$ cat src/rtl/sfe_pkg.sv
// Constants and types for the vector floating-point exception unit
package sfe_pkg;

    // Lane geometry: four single-precision lanes in a 128-bit operand
    localparam int          SFE_LANES        = 4;
    localparam int          SFE_LANE_W       = 32;
    localparam int          SFE_VEC_W        = 128;
    localparam int          SFE_CLASSES      = 6;
    localparam int          SFE_SIDE_CLASSES = 5;

    // Register port
    localparam int          SFE_ADDR_W        = 8;
    localparam logic [7:0]  SFE_REG_CTRL_STAT = 8'h00;
    localparam logic [7:0]  SFE_REG_SYS_CTRL  = 8'h04;

    // Control/status layout
    localparam int          SFE_CSR_W          = 16;
    localparam int          SFE_INVALID_BIT    = 0;
    localparam int          SFE_DENORMAL_BIT   = 1;
    localparam int          SFE_DIV_ZERO_BIT   = 2;
    localparam int          SFE_OVERFLOW_BIT   = 3;
    localparam int          SFE_UNDERFLOW_BIT  = 4;
    localparam int          SFE_INEXACT_BIT    = 5;
    localparam int          SFE_FLAG_LSB       = 0;
    localparam int          SFE_MASK_LSB       = 7;
    localparam logic [15:0] SFE_CSR_RESET      = 16'h1f80;

    // System control register: OS support for the vector fault
    localparam int          SFE_SYS_OS_BIT     = 10;

    // Operation codes presented with a completing instruction
    localparam logic [3:0]  SFE_OP_ADD  = 4'h0;
    localparam logic [3:0]  SFE_OP_SUB  = 4'h1;
    localparam logic [3:0]  SFE_OP_MUL  = 4'h2;
    localparam logic [3:0]  SFE_OP_DIV  = 4'h3;
    localparam logic [3:0]  SFE_OP_SQRT = 4'h4;
    localparam logic [3:0]  SFE_OP_MAX  = 4'h5;
    localparam logic [3:0]  SFE_OP_MIN  = 4'h6;
    localparam logic [3:0]  SFE_OP_CMP  = 4'h7;
    localparam logic [3:0]  SFE_OP_COMI = 4'h8;
    localparam logic [3:0]  SFE_OP_S2D  = 4'h9;
    localparam logic [3:0]  SFE_OP_F2I  = 4'ha;

    // Compare predicates
    localparam logic [2:0]  SFE_PRED_LT  = 3'h1;
    localparam logic [2:0]  SFE_PRED_LE  = 3'h2;
    localparam logic [2:0]  SFE_PRED_UNO = 3'h3;
    localparam logic [2:0]  SFE_PRED_NEQ = 3'h4;
    localparam logic [2:0]  SFE_PRED_NLT = 3'h5;
    localparam logic [2:0]  SFE_PRED_NLE = 3'h6;

    // Single-precision and integer encodings, the double exponent and the unordered condition code
    localparam logic [7:0]  SFE_EXP_MAX       = 8'hff;
    localparam int          SFE_QUIET_BIT     = 22;
    localparam logic [31:0] SFE_QNAN_INDEF    = 32'hffc0_0000;
    localparam logic [31:0] SFE_INT_INDEF     = 32'h8000_0000;
    localparam logic [31:0] SFE_INT_MIN_FLOAT = 32'hcf00_0000;
    localparam logic [7:0]  SFE_F2I_EXP_LIMIT = 8'h9e;
    localparam logic [31:0] SFE_ALL_ONES      = 32'hffff_ffff;
    localparam logic [31:0] SFE_ALL_ZEROS     = 32'h0000_0000;
    localparam logic [10:0] SFE_DEXP_MAX      = 11'h7ff;
    localparam logic [2:0]  SFE_COND_UNORD    = 3'h7;

    typedef struct packed {
        logic [15:0]  csr;
        logic         os_support;
        logic [31:0]  rdata;
        logic         done;
        logic         wb_en;
        logic [127:0] wb_data;
        logic         cond_valid;
        logic [2:0]   cond_flags;
        logic         vec_fp_fault;
        logic         invalid_opcode_fault;
    } sfe_state_t;

endpackage

$ cat src/rtl/sfe_exc_unit.sv
// Vector floating-point exception detection, flagging and reporting
//
// Chosen here: strobed register access and the address map.
`timescale 1ns/100ps
`default_nettype none

module sfe_exc_unit
    import sfe_pkg::*;
(
    input  wire logic                  clock,
    input  wire logic                  resetn,
    input  wire logic [7:0]            reg_addr,
    input  wire logic [31:0]           reg_wdata,
    input  wire logic                  reg_write,
    input  wire logic                  reg_read,
    output logic      [31:0]           reg_rdata,
    input  wire logic                  ex_valid,
    input  wire logic [3:0]            ex_op,
    input  wire logic                  ex_packed,
    input  wire logic [2:0]            ex_pred,
    input  wire logic                  ex_ftz,
    input  wire logic [127:0]          ex_src1,
    input  wire logic [127:0]          ex_src2,
    input  wire logic [127:0]          ex_dest_old,
    input  wire logic [127:0]          ex_result,
    input  wire logic [2:0]            ex_cond,
    input  wire logic [19:0]           ex_lane_flags,
    output logic                       done,
    output logic                       wb_en,
    output logic      [127:0]          wb_data,
    output logic                       cond_valid,
    output logic      [2:0]            cond_flags,
    output logic                       vec_fp_fault,
    output logic                       invalid_opcode_fault
);

    sfe_state_t       st;
    sfe_state_t       next_st;

    logic [3:0]       lane_inv;
    logic [3:0]       lane_ovr;
    logic [31:0]      lane_val [SFE_LANES];
    logic [3:0]       lane_act;
    logic [5:0]       raised;
    logic [127:0]     merged;
    logic [63:0]      s2d_quiet;
    logic             scalar_only;
    logic             ftz_unused;

    // Returns {invalid, override, masked value} for one single-precision lane
    function automatic logic [33:0] sfe_lane_eval(
        input logic [3:0]  op,
        input logic [2:0]  pred,
        input logic [31:0] a,
        input logic [31:0] b
    );
        logic        a_nan;
        logic        b_nan;
        logic        a_snan;
        logic        b_snan;
        logic        a_inf;
        logic        b_inf;
        logic        a_zero;
        logic        b_zero;
        logic        inv;
        logic        ovr;
        logic [31:0] val;
        logic [31:0] quiet;
        a_nan  = (a[30:23] == SFE_EXP_MAX) && (a[22:0] != 23'h0);
        b_nan  = (b[30:23] == SFE_EXP_MAX) && (b[22:0] != 23'h0);
        a_snan = a_nan && !a[SFE_QUIET_BIT];
        b_snan = b_nan && !b[SFE_QUIET_BIT];
        a_inf  = (a[30:23] == SFE_EXP_MAX) && (a[22:0] == 23'h0);
        b_inf  = (b[30:23] == SFE_EXP_MAX) && (b[22:0] == 23'h0);
        a_zero = (a[30:0] == 31'h0);
        b_zero = (b[30:0] == 31'h0);
        inv    = 1'b0;
        ovr    = 1'b0;
        val    = SFE_QNAN_INDEF;
        quiet  = a_snan ? (a | (32'h1 << SFE_QUIET_BIT)) : (b | (32'h1 << SFE_QUIET_BIT));
        case (op)
            SFE_OP_ADD, SFE_OP_SUB, SFE_OP_MUL, SFE_OP_DIV:
            begin
                if (a_snan || b_snan)
                begin
                    inv = 1'b1;
                    val = quiet;
                end
                else if (!a_nan && !b_nan)
                begin
                    case (op)
                        SFE_OP_ADD: inv = a_inf && b_inf && (a[31] != b[31]);
                        SFE_OP_SUB: inv = a_inf && b_inf && (a[31] == b[31]);
                        SFE_OP_MUL: inv = (a_inf && b_zero) || (a_zero && b_inf);
                        default:    inv = (a_zero && b_zero) || (a_inf && b_inf);
                    endcase
                    val = SFE_QNAN_INDEF;
                end
                ovr = inv;
            end
            SFE_OP_SQRT:
            begin
                if (b_snan)
                begin
                    inv = 1'b1;
                    val = b | (32'h1 << SFE_QUIET_BIT);
                end
                else if (!b_nan && b[31] && !b_zero)
                begin
                    inv = 1'b1;
                    val = SFE_QNAN_INDEF;
                end
                ovr = inv;
            end
            SFE_OP_MAX, SFE_OP_MIN:
            begin
                inv = a_nan || b_nan;
                ovr = inv;
                val = b;
            end
            SFE_OP_CMP:
            begin
                // quiet NaN invalid only on ordering predicates
                inv = a_snan || b_snan ||
                      ((a_nan || b_nan) && (pred == SFE_PRED_LT || pred == SFE_PRED_LE ||
                                            pred == SFE_PRED_NLT || pred == SFE_PRED_NLE));
                ovr = a_nan || b_nan;
                val = (pred == SFE_PRED_NEQ || pred == SFE_PRED_UNO ||
                       pred == SFE_PRED_NLT || pred == SFE_PRED_NLE) ? SFE_ALL_ONES : SFE_ALL_ZEROS;
            end
            SFE_OP_COMI:
            begin
                // ordered compare raises invalid on any NaN
                inv = a_nan || b_nan;
                ovr = inv;
                val = SFE_ALL_ZEROS;
            end
            SFE_OP_S2D:
            begin
                // signaling source detected here, widened outside
                inv = b_snan;
                ovr = inv;
                val = SFE_ALL_ZEROS;
            end
            SFE_OP_F2I:
            begin
                inv = b_nan || b_inf ||
                      ((b[30:23] >= SFE_F2I_EXP_LIMIT) && (b != SFE_INT_MIN_FLOAT));
                ovr = inv;
                val = SFE_INT_INDEF;
            end
            default:
            begin
                inv = 1'b0;
                ovr = 1'b0;
                val = SFE_ALL_ZEROS;
            end
        endcase
        return {inv, ovr, val};
    endfunction

    for (genvar i = 0; i < SFE_LANES; i++)
    begin : g_lane
        assign {lane_inv[i], lane_ovr[i], lane_val[i]} =
            sfe_lane_eval(ex_op, ex_pred, ex_src1[i*SFE_LANE_W +: SFE_LANE_W], ex_src2[i*SFE_LANE_W +: SFE_LANE_W]);
        assign merged[i*SFE_LANE_W +: SFE_LANE_W] =
            !lane_act[i] ? ex_dest_old[i*SFE_LANE_W +: SFE_LANE_W] :
            lane_ovr[i]  ? lane_val[i] : ex_result[i*SFE_LANE_W +: SFE_LANE_W];
    end

    // flush-to-zero has no say in invalid detection
    assign ftz_unused  = ex_ftz;
    assign scalar_only = !ex_packed || (ex_op == SFE_OP_COMI) || (ex_op == SFE_OP_S2D);
    assign lane_act    = scalar_only ? 4'h1 : 4'hf;
    // quiet double built from the single source
    assign s2d_quiet   = {ex_src2[31], SFE_DEXP_MAX, 1'b1, ex_src2[21:0], 29'h0};

    always_comb
    begin
        next_st                      = st;
        next_st.rdata                = 32'h0;
        next_st.done                 = 1'b0;
        next_st.wb_en                = 1'b0;
        next_st.cond_valid           = 1'b0;
        next_st.vec_fp_fault         = 1'b0;
        next_st.invalid_opcode_fault = 1'b0;
        raised                       = 6'h0;

        // store/save view of masks and flags
        if (reg_read)
        begin
            case (reg_addr)
                SFE_REG_CTRL_STAT: next_st.rdata = {16'h0, st.csr};
                SFE_REG_SYS_CTRL:  next_st.rdata = 32'(st.os_support) << SFE_SYS_OS_BIT;
                default:           next_st.rdata = 32'h0;
            endcase
        end

        if (reg_write)
        begin
            case (reg_addr)
                SFE_REG_CTRL_STAT: next_st.csr = reg_wdata[SFE_CSR_W-1:0];
                SFE_REG_SYS_CTRL:  next_st.os_support = reg_wdata[SFE_SYS_OS_BIT];
                default:           next_st.csr = next_st.csr;
            endcase
        end

        if (ex_valid)
        begin
            // OR of each class across active elements
            raised[SFE_INVALID_BIT] = |(lane_inv & lane_act);
            for (int k = 0; k < SFE_SIDE_CLASSES; k++)
            begin
                for (int l = 0; l < SFE_LANES; l++)
                begin
                    raised[k+1] = raised[k+1] | (ex_lane_flags[l*SFE_SIDE_CLASSES + k] & lane_act[l]);
                end
            end
            // sticky set, wins over a same-cycle rewrite
            next_st.csr[SFE_FLAG_LSB +: SFE_CLASSES] = next_st.csr[SFE_FLAG_LSB +: SFE_CLASSES] | raised;
            next_st.done = 1'b1;
            // a class traps only where its mask bit is clear
            if (|(raised & ~st.csr[SFE_MASK_LSB +: SFE_CLASSES]))
            begin
                // vector fault when OS supports it
                next_st.vec_fp_fault = st.os_support;
                next_st.invalid_opcode_fault = !st.os_support;
                next_st.wb_en = 1'b0;
            end
            else if (ex_op == SFE_OP_COMI)
            begin
                next_st.cond_valid = 1'b1;
                next_st.cond_flags = lane_ovr[0] ? SFE_COND_UNORD : ex_cond;
            end
            else
            begin
                next_st.wb_en = 1'b1;
                if (ex_op == SFE_OP_S2D)
                begin
                    next_st.wb_data = {ex_dest_old[127:64], lane_ovr[0] ? s2d_quiet : ex_result[63:0]};
                end
                else
                begin
                    next_st.wb_data = merged;
                end
            end
        end
    end

    always_ff @(posedge clock or negedge resetn)
    begin
        if (!resetn)
        begin
            st            <= '0;
            st.csr        <= SFE_CSR_RESET;
        end
        else
        begin
            st            <= next_st;
        end
    end

    assign reg_rdata            = st.rdata;
    assign done                 = st.done;
    assign wb_en                = st.wb_en;
    assign wb_data              = st.wb_data;
    assign cond_valid           = st.cond_valid;
    assign cond_flags           = st.cond_flags;
    assign vec_fp_fault         = st.vec_fp_fault;
    assign invalid_opcode_fault = st.invalid_opcode_fault;

endmodule // sfe_exc_unit

`default_nettype wire

$ cat config.mk
export PLATFORM = sky130hd
export DESIGN_NAME = sfe_exc_unit
export DESIGN_NICKNAME = d
export VERILOG_FILES = /design/src/rtl/sfe_pkg.sv /design/src/rtl/sfe_exc_unit.sv
export SDC_FILE = /design/constraint.sdc
export NUM_CORES = 1
export LEC_CHECK = 0
export CAP_MARGIN = 40
export CORE_AREA = 2 2 293 295
export DETAILED_ROUTE_END_ITERATION = 6
export DIE_AREA = 0 0 295 297
export DONT_BUFFER_PORTS = 1
export HOLD_SLACK_MARGIN = 0.02
export PLACE_DENSITY = 0.34
export SETUP_SLACK_MARGIN = 0.4
export SYNTH_ARGS = -nofsm -noshare
export SYNTH_HDL_FRONTEND = slang
export SYNTH_SLANG_ARGS = --single-unit
$ cat constraint.sdc
create_clock -name clock -period 4.2 [get_ports clock]
set_input_delay 1.05 -clock clock [delete_from_list [all_inputs] [get_ports clock]]
set_output_delay 1.05 -clock clock [all_outputs]
set_load 0.01 [all_outputs]
# Word level (Yosys, flattened, before mapping)
# Index checks and enable logic that the tools add are counted.
# totals
reg_bits	185
latchBits	0
ram_bits	0
rom_bits	0
input_bits	589
output_inout_bits	168
wordCells	324
n_memories	0
# classes
n_addsub	0
mul	0
n_div	0
order_cmp	4
eq_ne	37
shift	0
n_mux	69
n_bitwise	41
n_reduce_logical	162
# op_table
cell	n
$mux 32	21
$pmux 32 s5	4
$logic_not 31->1	8
$logic_not 23->1	8
$reduce_bool 23->1	8
$mux 136	1
$mux 132	1
$mux 129	1
$mux 128	1
$ne 32x32->1 const B	4
$logic_and 1x1->1	68
$eq 8x8->1 const B	8
$mux 64	1
$logic_or 1x1->1	36
$ge 8x8->1 const B	4
$pmux 16 s2	1
$pmux 1 s6	4
$logic_not 1->1	22
$and 1x1->1	20
$pmux 1 s5	4
$mux 1	18
$eq 4x3->1 const B	4
$mux 16	1
$or 1x1->1	15
other kinds (28)	50

# Depth between registers and ports, before layout
# Gate-level depths: netlist of the first run.
# logic_depth
ltp_word	14
depth_mapped	14
ltp_nobuf	11

# Worst setup path after synthesis of the first run
# OpenSTA, ideal clock, no wires.
# synth_path
kind	input port to flip-flop
startpoint	input port ex_op[2]
endpoint	register st (netlist bit wb_data[0])
setup_time_ps	125
arrival_time_ps	3534
t_required_ps	4075
setup_slack_ps	540
cell_stages	13
path_buffers	4
cell_sequence	clkbuf_1 > or3b_1 > clkbuf_1 > a31oi_1 > o22ai_1 > or3_1 > nand2b_1 > o22ai_1 > a31oi_1 > nor2_1 > buf_6 > buf_6 > mux2_4
# synth_between
elab_chain_len	12
elab_cells_between_ends	77
cone_classes	eq/ne (10); mux (23); bitwise (34); reduce/logical (10)
# synth_lines
item	line_no	text
start: declaration	sfe_exc_unit.sv:18	input wire logic [3:0] ex_op,
branches (longest 12 deep; another with $pmux 1 s6)	n/a	
end signal: assignment	sfe_exc_unit.sv:259	st <= next_st;
end: declaration	sfe_exc_unit.sv:37	sfe_state_t st;
# Several ways; the timed one is not identified.
# A chain may end at the register's enable or synchronous reset.

# Worst setup path after layout of the first run
# layout_path
startpoint	input port ex_src2[43]
endpoint	register st (netlist bit wb_data[8])
# layout_between
elab_chain_len	14
elab_cells_between_ends	39
cone_classes	eq/ne (1); mux (6); bitwise (3); reduce/logical (29)
# layout_lines
item	line_no	text
start: declaration	sfe_exc_unit.sv:23	input wire logic [127:0] ex_src2,
$logic_not 23->1 or $reduce_bool 23->1 (tied branches)	sfe_exc_unit.sv:74, sfe_exc_unit.sv:70	
$logic_and 1x1->1 (on tied branches)	sfe_exc_unit.sv:74, sfe_exc_unit.sv:70	
$logic_and 1x1->1, or another cell as far along	sfe_exc_unit.sv:92, sfe_exc_unit.sv:93, sfe_exc_unit.sv:95	
$logic_or 1x1->1, or another cell as far along	sfe_exc_unit.sv:95	default: inv = (a_zero && b_zero) || (a_inf && b_inf);
$pmux 1 s3 or $logic_and 1x1->1 (tied branches)	sfe_exc_unit.sv:91, sfe_exc_unit.sv:108	
$mux 1 (on tied branches)	sfe_exc_unit.sv:89, sfe_exc_unit.sv:108	
$mux 1 (on tied branches)	sfe_exc_unit.sv:84, sfe_exc_unit.sv:103	
$pmux 1 s6 (*)	sfe_exc_unit.sv:81	case (op)
$and 4x4->4 (*)	sfe_exc_unit.sv:211	raised[SFE_INVALID_BIT] = |(lane_inv & lane_act);
$reduce_or 4->1 (*)	sfe_exc_unit.sv:211	
$and 6x6->6 (*)	sfe_exc_unit.sv:223	if (|(raised & ~st.csr[SFE_MASK_LSB +: SFE_CLASSES]))
$reduce_or 6->1 (*)	sfe_exc_unit.sv:223	
$not 1->1 (no source line) (*)	n/a	
$reduce_and 3->1 (no source line) (*)	n/a	
# Mark *: on every way between the ends. The rest lies on a longest branch, timed or not.

==> results of run 1 <==
-- area by class of cell --
cell class,count,area [um^2]
antenna,3,7.51
sequential,169,4240
timing repair buffer,157,1420
tap,1144,1430
multi-input combinational,1162,8240
clock inverter,15,181
fill,9435,68500
clock buffer,17,425
inverter,12,45.0
-- power groups by stage --
stage	sequential [mW]	clock, mW	combinational, mW
after floorplan	1.86	0	0.843
after global placement	2.03	0	0.801
after detailed placement	2.03	0	0.810
after CTS	2.00	1.83	0.814
after global routing	2.01	1.88	0.885
final	1.99	1.74	0.810
-- metal layers --
layer / vias up / track usage, % / wire (um)
met5: - / 0 / 31
met4: 4 / 5.32 / 1870
li1: 5673 / - / -
met2: 683 / 27.8 / 36600
met3: 91 / 5.37 / 6940
met1: 6447 / 19.3 / 29400
-- how the worst min path moves through the flow --
stage | from | cells past startpoint | to
finish | resetn | 0 | wb_data[100]$_DFFE_PN0P_
global route | resetn | 0 | wb_data[104]$_DFFE_PN0P_
CTS | resetn | 0 | reg_rdata[13]$_DFF_PN0_
detailed placement | st[177]$_DFFE_PN1P_ | 2 | st[177]$_DFFE_PN1P_
global placement | st[180]$_DFFE_PN1P_ | 2 | st[180]$_DFFE_PN1P_
floorplan | st[168]$_DFFE_PN0P_ | 1 | invalid_opcode_fault$_DFF_PN0_
-- cell families after synthesis --
logic type / count (synthesis) / synth area share [%]
simple gates: 492 / 17.7
compound gates: 472 / 22.4
buf+inv: 296 / 13.1
mux: 172 / 15.5
flops: 169 / 30.5
xor+xnor: 6 / 0.378
fa+ha+maj: 4 / 0.360
other cells: 1 / 0.0270
-- stage by stage --
stage / TNS [ps] / util [%] / instance area [um^2] / total power, mW / hold slack, ps
after global placement: -42160 / 17.9 / 15100 / 2.83 / 462
after floorplan: 0 / - / 14000 / 2.71 / 429
final: 0 / 18.9 / 16000 / 4.55 / 240
after CTS: 0 / 18.7 / 15800 / 4.65 / 188
after global routing: 0 / 18.9 / 16000 / 4.78 / 190
after detailed placement: -44940 / 17.9 / 15100 / 2.84 / 459
-- registers in the layout (all words and copies together), names as in the netlist --
signal,count
wb_data,128
st,17
reg_rdata,16
cond_flags,3
cond_valid,1
done,1
invalid_opcode_fault,1
vec_fp_fault,1
wb_en,1
-- synth_stat cells (all sizes together), types with 10 or more instances --
| master | n |
|---|---|
| a211oi | 10 |
| and3 | 24 |
| a21oi | 116 |
| o21ai | 127 |
| or4 | 19 |
| buf | 204 |
| o22ai | 20 |
| nor2 | 112 |
| clkbuf | 80 |
| and2 | 18 |
| nand3 | 16 |
| a221oi | 46 |
| o311ai | 12 |
| or3 | 11 |
| dfrtp | 163 |
| a211o | 19 |
| mux2i | 59 |
| nand4 | 26 |
| nor3 | 24 |
| a22oi | 24 |
| nor4 | 52 |
| o41ai | 10 |
| inv | 12 |
| a221o | 22 |
| a21o | 13 |
| nand2 | 153 |
| mux2 | 113 |
-- worst max-delay path: stages --
cell       delay, ps
nor4_2           390
buf_4            190
nand4_1          220
buf_4            210
or3_1            380
o311a_1          130
o211ai_1         170
nor4b_4           90
buf_4            160
a31oi_4          200
nor2_4            60
buf_4            170
clkbuf_16        190
buf_4            170
mux2_4           290
-- repair_timing --
item	CTS	global route
endpoints found under the setup margin	118	120
buffers inserted	0	5
gates cloned	0	1
resized for setup	9	25
pin swaps	1	7
==> metrics.md, run 1 <==
| Metric | Value |
|---|---|
| Drt wl/cell | approximately 28 um |
| Critical Path Start | ex_src2[43] |
| Netlist cell types | 71 |
| Die footprint | approximately 0.09 mm^2 |
| RSZ-0062 raised after global routing | false |
| #FFs+latches synth | ~170 |
| Min cycle time layout | ~3700 ps |
| Psw | around 1.5 mW |
| Worst Skew | between 10 and 15 ps |
| WL final | about 75 mm |
| Crit path launch type | primary input |
| Slack of the critical path | between 400 and 500 ps |
| Cell taking the most area after synthesis | dfrtp_1 |
| Seq pwr share | 43.8% |
| Main synth FF type | dfrtp_1 |
| Worst-path fanout max | 8 |
| Detailed Place HPWL | 59.9 mm |
| RR Startpoint | st[178]$_DFFE_PN1P_ |
| GRT overflow | 0 |
| Fraction of registers with async set or reset after synthesis | 100% |
| Power Density | 284 mW/mm^2 |
| Clock network fraction of total power | a little under two fifths |
| Arrival @ worst endpoint | slightly above 4000 ps |
| Most frequent cells in the layout | 163 x dfrtp_1, 152 x nand2_1, 138 x buf_4, 115 x a21oi_1, 114 x o21ai_0 |
| Cells on worst reg2reg path | 10 |
| PortBufs | 0 |
| Fin. max-slew vios | 0 |
| Area Overhead vs Synth | 14.9% |
| Final-stage net count | about 2,100 |
| Pre-antenna DRT Iters | 7 |
| Initial core utilization | 16.5% |
| Int Pwr | between 3 and 4 mW |
| Vias per cell | between 4 and 5 |
| GRT Overall Usage | between 15 and 20% |
| Most common cell after layout, fill and taps aside | dfrtp_1 |
| GPL Wtd Cong | around 0.91 |
| Worst Max-Slew Pin Slew | between 700 and 800 ps |
| Power share of the combinational group | ~18% |
| R2r setup slk | 1510 ps |
| Die height | about 300 um |
| Leak | around 6.3 nW |
| Slew margin rel. | around half |
| Via count | around 13,000 |
| Ports | about 760 |
| Worst-Skew Late Latency | about 500 ps |
| Die Wd | 295 um |
| Area of the core | 0.0845 mm^2 |
| Initial antenna violation count | 11 |
| CTS tree | built |
| Worst Setup EP | wb_data[8]$_DFFE_PN0P_ |
| Syn Area/Cell | about 8.6 um^2 |
| Detailed-route DRC error count | 0 |
| Setup violations, final | 0 |
| Global-route wire length before repair | approximately 100 mm |
| # Max-Cap Violations | 0 |
| Outcome | complete, no violations |
| Count of final hold-check violations | 0 |
| Setup crit end kind | flop |
| Hold_buf cts | 0 |
| Post-route ant nets | 0 |
| Clock buffer count from CTS | 17 |
| Critical Path RT | approximately 4600 ps |
| Ranking of synthesized cells by area | dfrtp_1 29%, buf_4 8.9%, mux2_4 8.5% |
| Worst min-delay path class | in -> async |
| F_max | between 0.2 and 0.3 GHz |
| VDD IR max | roughly 0.00031 V |
| Post-Place Setup Slack | -437 ps |
| Top-area cell type share of the netlist area | 29.3% |
| Gate Count Post-Synth | around 1,600 |
| Site Rows | roughly 110 |
| Clock Sink Count | roughly 170 |
| Final worst-path cycle share | between 80% and 90% |
| Switching share of power | 33.4% |
| Clock-pin slew on the worst setup and hold paths | 80 ps |
| Htree depth | 4 |
| Critical path type | in -> reg |
| Cells after DPL | around 2,600 |
| Vias in the first global route | 13,069 |
| Synth warn | 0 |
| Number of synthesized flops with an enable pin | 0 |
| Largest net degree at the start of global routing | 170 |
| Share of cells above drive strength 1 | 23.9% |
| Post-synthesis sequential area ratio | between 30% and 40% |
| Drt first-iter violations | about 980 |
| Synthesized cell area | 0.0139 mm^2 |
| Non-Filler Instances | ~2,700 |
| CTS root buf | clkbuf_16 |
| Clock Path Buffers | 2 |
| FF-to-FF End | wb_data[51]$_DFFE_PN0P_ |
Note: power is estimated with default switching activity, not from simulation.
==> run 2: changes to the inputs <==
==> constraint.sdc (replaced) <==
create_clock -name clock -period 4.2 [get_ports clock]
set_input_delay 1.05 -clock clock [delete_from_list [all_inputs] [get_ports clock]]
set_output_delay 1.05 -clock clock [all_outputs]
set_load 0.05 [all_outputs]
==> metrics.md, run 2 (synthesis gave the netlist of run 1 again) <==
| Metric | Value |
|---|---|
| Most common cell after layout, fill and taps aside | dfrtp_1 (unchanged) |
| F_max | 0.268 GHz (was 0.270 GHz) |
| Critical path type | in -> reg (unchanged) |
| Final worst-path cycle share | 88.7% (was 88.1%) |
| Switching share of power | 40.1% (was 33.4%) |
| RR Startpoint | st[178]$_DFFE_PN1P_ (unchanged) |
| Site Rows | 107 (unchanged) |
| Max layer used | met5 (unchanged) |
| Area of the core | 0.0845 mm^2 (unchanged) |
| Clock-pin slew on the worst setup and hold paths | 80 ps (about the same) |
| Seq pwr share | 48.8% (was 43.8%) |
| Area Overhead vs Synth | 14.3% (was 14.9%) |
| Worst Path Buf+Inv | 3 (was 6) |
| Fin. max-slew vios | 0 (unchanged) |
| Pre-antenna DRT Iters | 6 (was 7) |
| Multi-input gate area | 0.00817 mm^2 (was 0.00824 mm^2) |
| GRT Overall Usage | 16.4% (was 16.3%) |
| Min cycle time layout | 3730 ps (was 3700 ps) |
| Arrival @ worst endpoint | 4100 ps (was 4080 ps) |
| Max reg flops | 128 (unchanged) |
| Critical Path Start | ex_src2[56] (was ex_src2[43]) |
| Die height | 297 um (unchanged) |
| Cells on worst reg2reg path | 9 (was 10) |
| R2r setup slk | 1540 ps (was 1510 ps) |
| Count of final hold-check violations | 0 (unchanged) |
| VDD IR max | 0.000325 V (was 0.000310 V) |
| Core Util, Final | 18.8% (was 18.9%) |
| Vias per cell | 4.76 (was 4.81) |
| Int Pwr | 2.98 mW (was 3.03 mW) |
| Slowest cell on the critical path | or4_1 (was nor4_2) |
| Initial core utilization | 16.5% (unchanged) |
| Critical Path RT | 4580 ps (about the same) |
| Share of cells above drive strength 1 | 23.6% (was 23.9%) |
| Post-route ant nets | 0 (unchanged) |
| Drt wl/cell | 27.6 um (was 27.9 um) |
| Die footprint | 0.0876 mm^2 (unchanged) |
| Crit path cell chain | or4_1 -> or4_1 -> a21oi_1 -> a211oi_1 -> o211ai_1 -> nor4b_4 -> buf_4 -> a31oi_4 -> nor2_4 -> buf_12 -> buf_4 -> mux2_4 (was nor4_2 -> buf_4 -> nand4_1 -> buf_4 -> or3_1 -> o311a_1 -> o211ai_1 -> nor4b_4 -> buf_4 -> a31oi_4 -> nor2_4 -> buf_4 -> clkbuf_16 -> buf_4 -> mux2_4) |
| Setup crit end kind | flop (unchanged) |
| Setup violations, final | 0 (unchanged) |
| Clock network fraction of total power | 34.3% (was 38.4%) |
| Power Density | 312 mW/mm^2 (was 284 mW/mm^2) |
| Cells after DPL | 2,645 (was 2,638) |
| GRT overflow | 0 (unchanged) |
| Global-route wire length before repair | 102 mm (about the same) |
| CTS tree | built (unchanged) |
| Fin Setup TNS | 0 ps (unchanged) |
| Clock buffer count from CTS | 17 (unchanged) |
| Initial antenna violation count | 7 (was 11) |
| Power share of the combinational group | 16.9% (was 17.8%) |
| FF-to-FF End | wb_data[88]$_DFFE_PN0P_ (was wb_data[51]$_DFFE_PN0P_) |
| DR WL met3 | 6.60 mm (was 6.94 mm) |
| Via count | 12,784 (was 12,898) |
| Clock Path Buffers | 2 (unchanged) |
| Drt first-iter violations | 1,051 (was 981) |
| Vias in the first global route | 12,804 (was 13,069) |
| Worst-path fanout max | 11 (was 8) |
| Non-Filler Instances | 2,688 (was 2,679) |
| RSZ-0062 raised after global routing | true (was false) |
| PortBufs | 0 (unchanged) |
| Die Wd | 295 um (unchanged) |
| Outcome | complete, no violations (unchanged) |
| Worst Skew | 13.7 ps (was 14.6 ps) |
| WL final | 74.2 mm (was 74.8 mm) |
| Largest net degree at the start of global routing | 170 (unchanged) |
| Worst-Skew Late Latency | 500 ps (about the same) |
| Routed metal-1 wire length | 30.1 mm (was 29.4 mm) |
| GPL Wtd Cong | 0.913 (was 0.909) |
| Ports | 757 (unchanged) |
| CTS root buf | clkbuf_16 (unchanged) |
| Psw | 1.99 mW (was 1.52 mW) |
| Hold_buf cts | 0 (unchanged) |
| CP peak stage delay | 660 ps (was 390 ps) |
| Htree depth | 4 (unchanged) |
| Clock Sink Count | 169 (unchanged) |
| Worst Max-Slew Pin Slew | 804 ps (was 779 ps) |
| Register Area | 0.00424 mm^2 (unchanged) |
| Fillers | 9,416 (was 9,435) |
| Crit path launch type | primary input (unchanged) |
| Leak | 6.29 nW (was 6.30 nW) |
| Most frequent cells in the layout | 163 x dfrtp_1, 152 x nand2_1, 141 x buf_4, 115 x o21ai_0, 115 x a21oi_1 (was 163 x dfrtp_1, 152 x nand2_1, 138 x buf_4, 115 x a21oi_1, 114 x o21ai_0) |
| Met2 WL | 35.3 mm (was 36.6 mm) |
| Slew margin rel. | 46.4% (was 48.1%) |
| Worst min-delay path class | in -> async (unchanged) |
| # Max-Cap Violations | 0 (unchanged) |
| CP top delay family | simple AND/OR/NAND/NOR gates (unchanged) |
| Detailed Place HPWL | 60.0 mm (was 59.9 mm) |
| Stages on worst setup path | 12 (was 15) |
| Detailed-route DRC error count | 0 (unchanged) |
| Final-stage net count | 2,116 (was 2,112) |
## run 2: cell count changes in the layout (fill, tap and decap cells not counted), moves of 2 or more
cell and delta:
nor4_1 +3, inv_6 +2, buf_4 +3, buf_6 +3, diode_2 +5, buf_12 -3, nor4_4 -3
## run 2: worst reg2reg max path, cell delays in order, from the launching register on
cell and delay, ps:
dfstp_2 580, o22ai_1 90, or3_1 470, nand2b_1 200, o22ai_1 220, a31oi_4 80
nor2_4 160, buf_12 200, buf_12 190, mux2_2 350
## run 2: worst max path at each step
stage	endpoint	slack, ps
global route	wb_data[34]$_DFFE_PN0P_	390
floorplan	wb_data[0]$_DFFE_PN0P_	540
global placement	wb_data[116]$_DFFE_PN0P_	-430
detailed placement	wb_data[12]$_DFFE_PN0P_	-450
finish	wb_data[51]$_DFFE_PN0P_	470
CTS	wb_data[115]$_DFFE_PN0P_	400
## run 2: metrics by stage
stage / worst slack, ps / total power, mW / hold slack, ps / area, um^2
6_report: 473 / 4.97 / 242 / 15900
5_1_grt: 391 / 5.20 / 189 / 15900
4_1_cts: 401 / 5.06 / 191 / 15800
3_5_place_dp: -448 / 3.30 / 454 / 15100
3_3_place_gp: -433 / 3.30 / 460 / 15100
2_1_floorplan: 541 / 3.19 / 429 / 14000
## run 2: power by group through the flow
stage                     combinational (mW)  clock, mW  sequential (mW)
after floorplan                         1.32          0             1.87
after global placement                 0.834          0             2.47
after detailed placement               0.841          0             2.46
after CTS                              0.845       1.79             2.43
after global routing                   0.918       1.85             2.44
final                                  0.839       1.70             2.42
## run 2: final cells by class
cell class	instances	area share, %
Clock buffer	18	2.76
Sequential cell	169	26.6
Tap cell	1144	9.00
Multi-Input combinational cell	1162	51.4
Inverter	12	0.283
Clock inverter	14	0.928
Antenna cell	8	0.126
Timing Repair Buffer	161	8.88
## run 2: repair_timing
item | CTS | global route
endpoints found under the setup margin | 124 | 109
resized for setup | 14 | 15
setup buffers | 0 | 3
gates cloned | 0 | 0
pin swaps | 3 | 5
## run 2: routing by layer
layer	vias to the layer above	GRT usage, %
met2	699	26.9
met4	2	5.45
met3	83	4.77
li1	5692	-
met1	6308	20.4
met5	-	0
